**src/clksel_pkg.sv**
```systemverilog
package clksel_pkg;
   localparam int IR_LEN = 10;
   // Opcodes are arbitrary values chosen for this block
   localparam logic [IR_LEN-1:0] OPC_SELECT_USER = 10'h00e;
   localparam logic [IR_LEN-1:0] OPC_REVERT_OSC = 10'h00f;
   localparam logic [IR_LEN-1:0] OPC_BYPASS = 10'h3ff;
   localparam logic [IR_LEN-1:0] IR_CAPTURE_VAL = 10'h001;
   localparam logic [3:0] REVERT_TAIL_EDGES = 4'ha;
   localparam int SYNC_W = 6;
   localparam int SY_TCK = 0;
   localparam int SY_TMS = 1;
   localparam int SY_TDI = 2;
   localparam int SY_UCLK = 3;
   localparam int SY_OSC = 4;
   localparam int SY_POR = 5;

   typedef enum logic [3:0] {
      TAP_RESET = 4'h0,
      TAP_IDLE = 4'h1,
      TAP_SEL_DR = 4'h2,
      TAP_CAP_DR = 4'h3,
      TAP_SHIFT_DR = 4'h4,
      TAP_EXIT1_DR = 4'h5,
      TAP_PAUSE_DR = 4'h6,
      TAP_EXIT2_DR = 4'h7,
      TAP_UPD_DR = 4'h8,
      TAP_SEL_IR = 4'h9,
      TAP_CAP_IR = 4'ha,
      TAP_SHIFT_IR = 4'hb,
      TAP_EXIT1_IR = 4'hc,
      TAP_PAUSE_IR = 4'hd,
      TAP_EXIT2_IR = 4'he,
      TAP_UPD_IR = 4'hf
   } tap_state_e;
endpackage : clksel_pkg

```
**src/pin_sync.sv**
```systemverilog
module pin_sync #(
   parameter int W = 1
) (
   input wire logic clock, // System clock
   input wire logic sys_rst, // Async reset, active high
   input wire logic [W-1:0] d_in, // Asynchronous pins
   output logic [W-1:0] q_out // Synchronised levels
);
   logic [W-1:0] meta_reg;
   logic [W-1:0] sync_reg;

   genvar i;
   generate
      for (i = 0; i < W; i++) begin : g_bit
         always_ff @(posedge clock or posedge sys_rst) begin
            if (sys_rst) begin
               meta_reg[i] <= 1'b0;
               sync_reg[i] <= 1'b0;
            end else begin
               meta_reg[i] <= d_in[i];
               sync_reg[i] <= meta_reg[i];
            end
         end
      end
   endgenerate

   assign q_out = sync_reg;
endmodule : pin_sync

```
**src/clock_source_select.sv**
```systemverilog
module clock_source_select
   import clksel_pkg::*;
(
   input wire logic clock, // 100 MHz system clock
   input wire logic sys_rst, // Async reset, active high
   input wire logic tck, // Test clock pin
   input wire logic tms, // Test mode select pin
   input wire logic tdi, // Test data in pin
   input wire logic user_clock_pin, // Board user clock pin
   input wire logic osc_enable, // Internal oscillator enabled
   input wire logic por, // Power-on reset event, active high
   output logic tdo, // Test data out
   output logic tdo_oe, // Drive enable for tdo
   output logic user_clk_latch, // User-clock enable latch
   output logic clk_src_user // 1: user clock pin is the source
);
   logic [SYNC_W-1:0] pins_raw;
   logic [SYNC_W-1:0] pins_s;
   logic tck_prev_reg, tck_prev_next;
   logic uclk_prev_reg, uclk_prev_next;
   logic tck_rise, tck_fall, uclk_rise, upd_ir;
   tap_state_e tap_reg, tap_next;
   logic [IR_LEN-1:0] ir_shift_reg, ir_shift_next;
   logic [IR_LEN-1:0] ir_reg, ir_next;
   logic bypass_reg, bypass_next;
   logic tdo_reg, tdo_next;
   logic tdo_oe_reg, tdo_oe_next;
   logic user_en_reg, user_en_next;
   logic src_user_reg, src_user_next;
   logic [3:0] tail_reg, tail_next;

   // Test clock is oversampled, so each tck phase needs several clocks
   assign pins_raw = {por, osc_enable, user_clock_pin, tdi, tms, tck};

   pin_sync #(.W(SYNC_W)) u_sync (
      .clock(clock),
      .sys_rst(sys_rst),
      .d_in(pins_raw),
      .q_out(pins_s)
   );

   assign tck_rise = pins_s[SY_TCK] & ~tck_prev_reg;
   assign tck_fall = ~pins_s[SY_TCK] & tck_prev_reg;
   assign uclk_rise = pins_s[SY_UCLK] & ~uclk_prev_reg;
   assign upd_ir = tck_rise && (tap_reg == TAP_UPD_IR);

   // Test access port state walk, advanced on each sampled tck rise
   always_comb begin
      tap_next = tap_reg;
      if (tck_rise) begin
         unique case (tap_reg)
            TAP_RESET: tap_next = pins_s[SY_TMS] ? TAP_RESET : TAP_IDLE;
            TAP_IDLE: tap_next = pins_s[SY_TMS] ? TAP_SEL_DR : TAP_IDLE;
            TAP_SEL_DR: tap_next = pins_s[SY_TMS] ? TAP_SEL_IR : TAP_CAP_DR;
            TAP_CAP_DR: tap_next = pins_s[SY_TMS] ? TAP_EXIT1_DR : TAP_SHIFT_DR;
            TAP_SHIFT_DR: tap_next = pins_s[SY_TMS] ? TAP_EXIT1_DR : TAP_SHIFT_DR;
            TAP_EXIT1_DR: tap_next = pins_s[SY_TMS] ? TAP_UPD_DR : TAP_PAUSE_DR;
            TAP_PAUSE_DR: tap_next = pins_s[SY_TMS] ? TAP_EXIT2_DR : TAP_PAUSE_DR;
            TAP_EXIT2_DR: tap_next = pins_s[SY_TMS] ? TAP_UPD_DR : TAP_SHIFT_DR;
            TAP_UPD_DR: tap_next = pins_s[SY_TMS] ? TAP_SEL_DR : TAP_IDLE;
            TAP_SEL_IR: tap_next = pins_s[SY_TMS] ? TAP_RESET : TAP_CAP_IR;
            TAP_CAP_IR: tap_next = pins_s[SY_TMS] ? TAP_EXIT1_IR : TAP_SHIFT_IR;
            TAP_SHIFT_IR: tap_next = pins_s[SY_TMS] ? TAP_EXIT1_IR : TAP_SHIFT_IR;
            TAP_EXIT1_IR: tap_next = pins_s[SY_TMS] ? TAP_UPD_IR : TAP_PAUSE_IR;
            TAP_PAUSE_IR: tap_next = pins_s[SY_TMS] ? TAP_EXIT2_IR : TAP_PAUSE_IR;
            TAP_EXIT2_IR: tap_next = pins_s[SY_TMS] ? TAP_UPD_IR : TAP_SHIFT_IR;
            TAP_UPD_IR: tap_next = pins_s[SY_TMS] ? TAP_SEL_DR : TAP_IDLE;
         endcase
      end
   end

   // Instruction and bypass paths; tdo changes on the falling tck edge
   always_comb begin
      ir_shift_next = ir_shift_reg;
      ir_next = ir_reg;
      bypass_next = bypass_reg;
      tdo_next = tdo_reg;
      tdo_oe_next = tdo_oe_reg;
      if (tck_rise) begin
         unique case (tap_reg)
            TAP_RESET: ir_next = OPC_BYPASS;
            TAP_CAP_IR: ir_shift_next = IR_CAPTURE_VAL;
            TAP_SHIFT_IR: ir_shift_next = {pins_s[SY_TDI], ir_shift_reg[IR_LEN-1:1]};
            TAP_UPD_IR: ir_next = ir_shift_reg;
            TAP_CAP_DR: bypass_next = 1'b0;
            TAP_SHIFT_DR: bypass_next = pins_s[SY_TDI];
            default: ;
         endcase
      end
      if (tck_fall) begin
         tdo_oe_next = (tap_reg == TAP_SHIFT_IR) || (tap_reg == TAP_SHIFT_DR);
         tdo_next = (tap_reg == TAP_SHIFT_IR) ? ir_shift_reg[0] : bypass_reg;
      end
   end

   // Enable latch and the source it steers
   always_comb begin
      user_en_next = user_en_reg;
      src_user_next = src_user_reg;
      tail_next = tail_reg;
      if (pins_s[SY_POR]) begin
         user_en_next = 1'b0;
         src_user_next = 1'b0;
         tail_next = 4'h0;
      end else begin
         if (upd_ir && ir_shift_reg == OPC_SELECT_USER && pins_s[SY_OSC]) begin
            user_en_next = 1'b1;
         end else if (upd_ir && ir_shift_reg == OPC_REVERT_OSC) begin
            user_en_next = 1'b0;
            if (user_en_reg) begin
               tail_next = REVERT_TAIL_EDGES;
            end
         end
         // Other opcodes leave the latch alone
         if (user_en_reg) begin
            src_user_next = 1'b1;
         end else if (src_user_reg && uclk_rise) begin
            // Switchover needs user clock edges; a stopped pin holds it
            if (tail_reg <= 4'h1) begin
               src_user_next = 1'b0;
               tail_next = 4'h0;
            end else begin
               tail_next = tail_reg - 4'h1;
            end
         end
      end
   end

   always_ff @(posedge clock or posedge sys_rst) begin
      if (sys_rst) begin
         tck_prev_reg <= 1'b0;
         uclk_prev_reg <= 1'b0;
         tap_reg <= TAP_RESET;
         ir_shift_reg <= IR_CAPTURE_VAL;
         ir_reg <= OPC_BYPASS;
         bypass_reg <= 1'b0;
         tdo_reg <= 1'b0;
         tdo_oe_reg <= 1'b0;
         user_en_reg <= 1'b0;
         src_user_reg <= 1'b0;
         tail_reg <= 4'h0;
      end else begin
         tck_prev_reg <= tck_prev_next;
         uclk_prev_reg <= uclk_prev_next;
         tap_reg <= tap_next;
         ir_shift_reg <= ir_shift_next;
         ir_reg <= ir_next;
         bypass_reg <= bypass_next;
         tdo_reg <= tdo_next;
         tdo_oe_reg <= tdo_oe_next;
         user_en_reg <= user_en_next;
         src_user_reg <= src_user_next;
         tail_reg <= tail_next;
      end
   end

   assign tck_prev_next = pins_s[SY_TCK];
   assign uclk_prev_next = pins_s[SY_UCLK];
   assign tdo = tdo_reg;
   assign tdo_oe = tdo_oe_reg;
   assign user_clk_latch = user_en_reg;
   assign clk_src_user = src_user_reg;
endmodule : clock_source_select

```
**config.mk**
```make
export PLATFORM = sky130hd
export DESIGN_NAME = clock_source_select
export DESIGN_NICKNAME = d
export VERILOG_FILES = /design/src/clksel_pkg.sv /design/src/pin_sync.sv /design/src/clock_source_select.sv
export SDC_FILE = /design/constraint.sdc
export NUM_CORES = 1
export LEC_CHECK = 0
export ABC_AREA = 1
export BUFFER_PORTS_ARGS = -buffer_cell sky130_fd_sc_hd__buf_2
export CAP_MARGIN = 20
export CORE_ASPECT_RATIO = 1.75
export CORE_MARGIN = 1
export CORE_UTILIZATION = 30
export DETAILED_ROUTE_END_ITERATION = 8
export GPL_ROUTABILITY_DRIVEN = 0
export GPL_TIMING_DRIVEN = 0
export SYNTH_ARGS = -nofsm -noshare
export SYNTH_HDL_FRONTEND = slang
export SYNTH_SLANG_ARGS = --single-unit
```
**constraint.sdc**
```tcl
create_clock -name clock -period 1.8 [get_ports clock]
set_input_delay 0.36 -clock clock [delete_from_list [all_inputs] [get_ports clock]]
set_output_delay 0.36 -clock clock [all_outputs]
set_load 0.03 [all_outputs]
```
---- Word level (Yosys, flattened, before mapping) ----
Index checks and enable logic that the tools add are counted.
W data, S select, Z words.
word-level totals
  bits in read-only memories .............. 0
  register bits after elaboration ......... 37
  output and inout bits ................... 4
  input bits .............................. 8
  RAM bits ................................ 0
  logic and storage cells ................. 95
  memories ................................ 0
  bits in latches ......................... 0
cells by class
  shifts and indexed selects .............. 0
  multiply operators ...................... 0
  reductions and logical operators ........ 18
  bitwise operators ....................... 6
  order comparisons ....................... 1
  div/mod/pow operators ................... 0
  $add $sub $neg .......................... 1
  equal/unequal tests ..................... 17
  multiplexer cells ....................... 30
operators with widths
  kind                   number
  $pmux W4 S12           1
  $mux W4                11
  $eq A4 B4 Y1 const B   8
  $eq A10 B4 Y1 const B  2
  $pmux W10 S2           1
  $eq A4 B3 Y1 const B   4
  $mux W1                11
  $reduce_bool A3 Y1     3
  $eq A4 B2 Y1 const B   2
  $mux W2                3
  $mux W3                2
  $reduce_and A2 Y1      3
  $logic_and A1 B1 Y1    5
  $eq A4 B1 Y1 const B   1
  $le A4 B1 Y1 const B   1
  $logic_not A4 Y1       1
  $reduce_bool A2 Y1     2
  $reduce_or A2 Y1       2
  $sub A4 B1 Y4 const B  1
  $and A1 B1 Y1          3
  $not A1 Y1             3
  $reduce_or A3 Y1       1
  $pmux W1 S2            1
  $logic_or A1 B1 Y1     1

---- Longest topological paths before layout ----
Gate-level depths: netlist (run 1).
  depth after elaboration ................. 9
  gate-level depth with buffers ........... 9
  mapped depth without buffers ............ 9

---- Modules after synthesis ----
From an unflattened synthesis (run 1), not the netlist that was laid out.
unflattened totals
  cells, all modules ...................... 208
  area total of the unflattened synthesis .. 1786.7 um2
by module, submodules not included
  module               instances  cells each  seq. area each (um2)  area an instance (um2)
  clock_source_select  1          195         626.9                 1482.7
  pin_sync             1          13          300.3                 304.0

---- Least setup slack after synthesis (run 1) ----
No wires, ideal clock.
  kind .................................... flip-flop to flip-flop
  from .................................... register tail_reg[0]
  to ...................................... register tail_reg[1]
  arrival time ............................ 1215 ps
  path buffers ............................ 0
  library setup time ...................... 77 ps
  data required time ...................... 1723 ps
  stages on the path, launching flop included .. 8
  clock period less this slack ............ 1292 ps
  path slack .............................. 508 ps
  cell sequence ........................... dfrtp_1 inv_1 ha_1 o21ai_0 nor2_1 o21ai_0 nand2_1 a21oi_1
on the way
  cells in the longest elaborated chain, start to end .. 5
  elaborated cells between the ends (all ways) .. 6
  those cells by class .................... add/sub: 1; order compare: 1; mux: 4
ends and longest elaborated chain
  item                                                  RTL line                                                text
  start: declaration                                    clock_source_select.sv:30                               logic [3:0] tail_reg, tail_next;
  start signal: assignment                              clock_source_select.sv:153                              tail_reg <= tail_next;
  $sub A4 B1 Y4 / $le A4 B1 Y1 (equally long branches)  clock_source_select.sv:123, clock_source_select.sv:119
  $mux W4 *                                             clock_source_select.sv:119                              if (tail_reg <= 4'h1) begin
  $mux W4 *                                             clock_source_select.sv:117                              end else if (src_user_reg && uclk_rise) begin
  $mux W4 *                                             clock_source_select.sv:115                              if (user_en_reg) begin
  $mux W4 *                                             clock_source_select.sv:101                              if (pins_s[SY_POR]) begin
  via tail_next[1]                                      clock_source_select.sv:30
The timed path passes the listed nets; every way through them passes the cells marked *.
A chain may end at the register's enable or synchronous reset.

---- Final worst setup path (run 1) ----
Same ends and word-level chain as after synthesis.

==> results of run 1 <==
## worst max path at each step
stage	startpoint	endpoint	slack, ns	cells after the start
6_report	tail_reg[0]	tail_reg[1]	0.32	7
5_1_grt	tail_reg[0]	tail_reg[1]	0.04	7
4_1_cts	tail_reg[0]	tail_reg[1]	0.30	7
3_5_place_dp	tail_reg[0]	tail_reg[1]	0.33	7
3_3_place_gp	sys_rst	tap_reg[3]	0.12	2
2_1_floorplan	tail_reg[0]	tail_reg[1]	0.51	7
## cell type report
type                       count  area, um^2
buffer                         4        30.0
clock buffer                   5        68.8
clock inverter                 3        17.5
fill                         626        3620
inverter                      22        82.6
multi-input combinational    145         751
sequential                    37         927
tap                           76        95.1
timing repair buffer          12        82.6
## cell families after synthesis
kind of cell | count (synthesis) | share of synthesized area (%)
AND/OR/NAND/NOR | 107 | 28.9
buffers and inverters | 26 | 6.29
flip-flops | 37 | 51.8
adder cells (fa/ha/maj) | 2 | 1.40
AO/OA/AOI/OAI | 36 | 11.7
## worst max-delay path, cell delays in order (launching register included)
cell and delay [ns]:
dfrtp_1 0.36, inv_1 0.08, ha_1 0.23, o21ai_0 0.31, nor2_1 0.10, o21ai_0 0.15, nand2_1 0.07, a21oi_1 0.11
## through the flow
stage / total power (W) / instance area [um^2]
after global routing: 0.00252 / 2050
after CTS: 0.00236 / 2050
final: 0.00233 / 2050
after detailed placement: 0.00178 / 1970
after floorplan: 0.00161 / 1790
after global placement: 0.00177 / 1940
## layout by cell type (no fill, tap or decap), drive strengths merged
cell type / n
dfrtp: 36
dfstp: 1
a21oi: 16
nand4: 3
o211ai: 1
clkinv: 2
o21ai: 16
inv: 22
o22ai: 1
clkbuf: 6
ha: 2
nor2: 30
and3: 1
nor3: 2
nand3: 16
nand2: 55
clkinvlp: 1
a31oi: 2
buf: 15
## power breakdown
part           switching (W)  internal, W  total (W)
combinational       0.000445     0.000228   0.000673
sequential          0.000126     0.000969    0.00110
clock               0.000298     0.000267   0.000565
total               0.000868      0.00146    0.00233
## routing by layer
layer | GRT usage (%) | share of wire (%) | vias to the layer above
met5 | 0 | 0 | -
met1 | 13.8 | 39 | 674
li1 | - | - | 713
met2 | 22.1 | 55 | 25
met3 | 2.24 | 2.1 | 11
met4 | 8.47 | 3.7 | 0
==> impl_results.md, run 1 <==
- HP Class: input pin to asynchronous set/reset pin
- Pwr Density: 1140 mW/mm^2
- Ratio of cells with drive above 1 in the final layout: 20.2%
- Global-route wire length before repair: 6090 um
- Via count: 1423
- Final Max Tran Viols: 0
- Critical path peak fanout: 4
- IO Count: 12
- Layout area overhead: 14.7%
- Post-Syn Area: 0.00179 mm^2
- Cts repair resizes: 0
- Port-buffer cells: 11
- Root Driver: clkbuf_8
- Hold Fails Final Rpt: 0
- Final std cells w/o fill: 304
- EDFF count, synth: 0
- Fin crit share: 82.1%
- Die height: 104 um
- Routed WL per cell: 11.1 um
- Clk_lat worst skew: 0.29 ns
- Crit path time final: 1.48 ns
- Commonest cells post-synth: 50 x nand2_1, 36 x dfrtp_1, 26 x nor2_1
- CTS buffer count: 5
- CTS tree: done
- Global route total overflow: 0
- Post-synthesis sequential area ratio: 51.8%
- Worst R2R Start: tail_reg[0]
- Antenna-violating nets left: 0
- Setup crit end kind: flop
- DR vias/cell: 4.68
- Most numerous cell in the Yosys netlist: nand2_1
- Worst vdd ir: 0.511 mV
- Max FFs per register: 10
- Startpoint types: flop
- Synth top area cells: dfrtp_1 50%, nand2_1 10%, nor2_1 5.5%
- Core ar.: 0.00568 mm^2
- Reg2reg end: tail_reg[1]
- Setup-failing EPs final: 0
- Starting Density: 31.5%
- Die ar.: 0.00629 mm^2
- Ys async rst share: 100%
- Post-placement setup slack: 0.335 ns
- Post-Syn Instances: 208
- Placed cell count: 296
- Critical path class: flop to flop
- Routed wire length: 3370 um
- Std-Cell Rows: 36
- Largest net degree at the start of global routing: 25
- Initial antenna violation count: 0
- Leak Pwr: 0.981 nW
- Critical Path AT: 1.69 ns
- Syn_area_per_cell: 8.61 um^2
- Reg2reg path depth: 7
- Clk_skew: 0.00441 ns
- Worst slew pin tran: 0.583 ns
- Distinct cells, synth: 28
- All-layer global routing usage: 12.9%
- Final hold slack: 0.121 ns
- Cts hold-fix bufs: 0
- Vias in the first global route: 1395
- NumNets Final: 237
- Post-CTS Setup Bufs: 0
- Final WS setup: 0.323 ns
- Synth top area share: 50.3%
- DR DRC count: 0
- Die span in x: 60.4 um
- Clock-pin slew on the worst setup and hold paths: 0.07 ns
- Worst R2R Setup Slack: 0.32 ns
- Slew HR: 61.1%
- CTS H-tree lvls: 2
- Area leader, netlist: dfrtp_1
- Clk sinks: 37
- Post-synth top flop: dfrtp_1
- Warning count from the yosys run: 0
- Register bit total from synthesis: 37
- Setup total negative slack: 0 ns
- RSZ-0062 raised after global routing: no
- Fmax achieved: 0.677 GHz
- Final core utilization: 36.2%
- Worst path required time: 2.02 ns
- DP HPWL: 2540 um
- Net Count, Synth: 218
- DRT iter0 DRCs: 37
- Diode count: 0
- Clock Path Buffers: 2
- Max_cap viols: 0
- Status: finished, final reports clean
- 1st-pass router iterations: 4
(Power assumes the default switching activity.)
==> inputs of run 2 (changes only) <==
clock period = 1.4 ns   (was 1.8 ns; I/O delays follow)
==> impl_results.md, run 2 (synthesized netlist as in run 1, its figures left out) <==
- Status: finished, final reports clean
- Worst vdd ir: 0.650 mV (+27%)
- Setup-failing EPs final: 0 (unchanged)
- Core ar.: 0.00568 mm^2 (unchanged)
- CTS tree: done
- Critical path peak fanout: 5 (+1)
- Largest net degree at the start of global routing: 25 (unchanged)
- Via count: 1410 (-0.91%)
- IO Count: 12 (unchanged)
- Clk_lat worst skew: 0.29 ns (about the same)
- P_sw: 0.00111 W (+28%)
- Clk_skew: 0.00475 ns (+0.000347 ns)
- Leading cell types in the layout, fill and taps excluded: 50 x nand2_1, 35 x dfrtp_1, 23 x nor2_1
- Setup crit end kind: primary output
- Starting Density: 31.5% (unchanged)
- DRT iter0 DRCs: 35 (-5.4%)
- DP HPWL: 2540 um (unchanged)
- Clock Path Buffers: 2 (unchanged)
- Die ar.: 0.00629 mm^2 (unchanged)
- Routed wire length: 3360 um (-0.30%)
- Max_cap viols: 0 (unchanged)
- Diode count: 0 (unchanged)
- Switching Share: 37.0% (-0.25 points)
- Slew HR: 61.1% (about the same)
- Critical path class: flop to primary output
- Max FFs per register: 10 (unchanged)
- Pwr Density: 1450 mW/mm^2 (+27%)
- Crit path cell chain: buf_2
- Area post-placement: 0.00197 mm^2 (unchanged)
- Critical Path AT: 1.04 ns (-0.65 ns)
- Power Internal: 0.00190 W (+29%)
- Global-route wire length before repair: 6090 um (unchanged)
- Most common cell after layout, fill and taps aside: nand2_1
- Vias in the first global route: 1395 (unchanged)
- CP delay by family, top: flip-flops
- Port-buffer cells: 11 (unchanged)
- Logic gate share of total power: 28.9% (about the same)
- Startpoint types: flop
- Final WS setup: 0.0781 ns (-0.245 ns)
- Fmax achieved: 0.756 GHz
- NumNets Final: 237 (unchanged)
- Slowest cell delay on critical path: 0.50 ns (+0.14 ns)
- Root Driver: clkbuf_8
- Std-Cell Rows: 36 (unchanged)
- DR vias/cell: 4.64 (-0.91%)
- All-layer global routing usage: 12.9% (unchanged)
- HP Class: input pin to asynchronous set/reset pin
- DR DRC count: 0 (unchanged)
- Fin area: 0.00208 mm^2 (+1.2%)
- Crit path time final: 1.32 ns
- Leak Pwr: 0.987 nW (+0.62%)
- CTS H-tree lvls: 2 (unchanged)
- Crit path buffers/inverters: 1 (unchanged)
- Ratio of cells with drive above 1 in the final layout: 24.1% (+3.9 points)
- Layout area overhead: 16.1%
- Initial antenna violation count: 0 (unchanged)
- Die height: 104 um (unchanged)
- Die span in x: 60.4 um (unchanged)
- Hold Fails Final Rpt: 0 (unchanged)
- Post-placement setup slack: -0.0655 ns (-0.400 ns)
- 1st-pass router iterations: 6 (+2)
- CTS buffer count: 5 (unchanged)
- Power share of the sequential group: 47.1% (+0.2 points)
- Total power: 0.00301 W (+29%)
- Final core utilization: 36.6% (+0.42 points)
- Routed WL per cell: 11.1 um (-0.30%)
- Post-CTS Setup Bufs: 0 (unchanged)
- Worst path required time: 1.12 ns (-0.90 ns)
- Fin crit share: 94.4%
- Clk sinks: 37 (unchanged)
- Antenna-violating nets left: 0 (unchanged)
- Clock power frac: 24.0% (-0.2 points)
- Global route total overflow: 0 (unchanged)
- Clock-pin slew on the worst setup and hold paths: 0.07 ns (about the same)
- Worst slew pin tran: 0.583 ns (-0.0000676 ns)
- CP max-delay cell: dfrtp_1
- Final Max Tran Viols: 0 (unchanged)
## run 2: worst paths after layout
path                            slack, ns                from                 end  cells past startpoint
max in group asynchronous            0.76             sys_rst     ir_shift_reg[0]                      3
worst min register to register       0.35  u_sync.meta_reg[3]     u_sync.q_out[3]                      0
worst max-delay path                 0.08      user_clk_latch      user_clk_latch                      1
worst max register to register       0.10     ir_shift_reg[0]         tail_reg[2]                      5
worst min-delay path                 0.04             sys_rst         tail_reg[3]                      2
min in group clock                   0.10                 tms  u_sync.meta_reg[1]                      1
## run 2: stage by stage
| stage | setup TNS (ns) | hold slack (ns) | instances |
|---|---|---|---|
| floorplan | 0 | 0.311 | 208 |
| finish | 0 | 0.0415 | 304 |
| CTS | 0 | 0.0505 | 304 |
| global placement | -7.19 | 0.333 | 295 |
| global route | -0.00261 | 0.0762 | 304 |
| detailed placement | -0.0655 | 0.335 | 296 |
## run 2: final cells by class
type | instances | area [um^2]
buffer | 4 | 31.3
clock buffer | 5 | 68.8
clock inverter | 3 | 17.5
fill | 622 | 3600
inverter | 22 | 82.6
multi-input combinational | 145 | 772
sequential | 37 | 928
tap | 76 | 95.1
timing repair buffer | 12 | 82.6
## run 2: power groups by stage
stage                     clock network, W  logic (W)  registers, W
after floorplan                          0   0.000656       0.00142
after global placement                   0   0.000852       0.00143
after CTS                         0.000754   0.000869       0.00141
final                             0.000721   0.000870       0.00142
after global routing              0.000810    0.00100       0.00145
after detailed placement                 0   0.000865       0.00143
## run 2: layer usage
metal,global-route usage [%],wire length [um],vias to the layer above
met4,8.47,125,0
met5,0,0,-
li1,-,-,710
met1,13.8,1310,667
met2,22.1,1880,20
met3,2.24,57,13
## run 2: what timing repair did
item,4_1_cts,5_1_grt
endpoints found under the hold margin,0,0
resized for setup,1,12
setup endpoints to repair,2,6
pin swaps,0,3
hold buffers,0,0
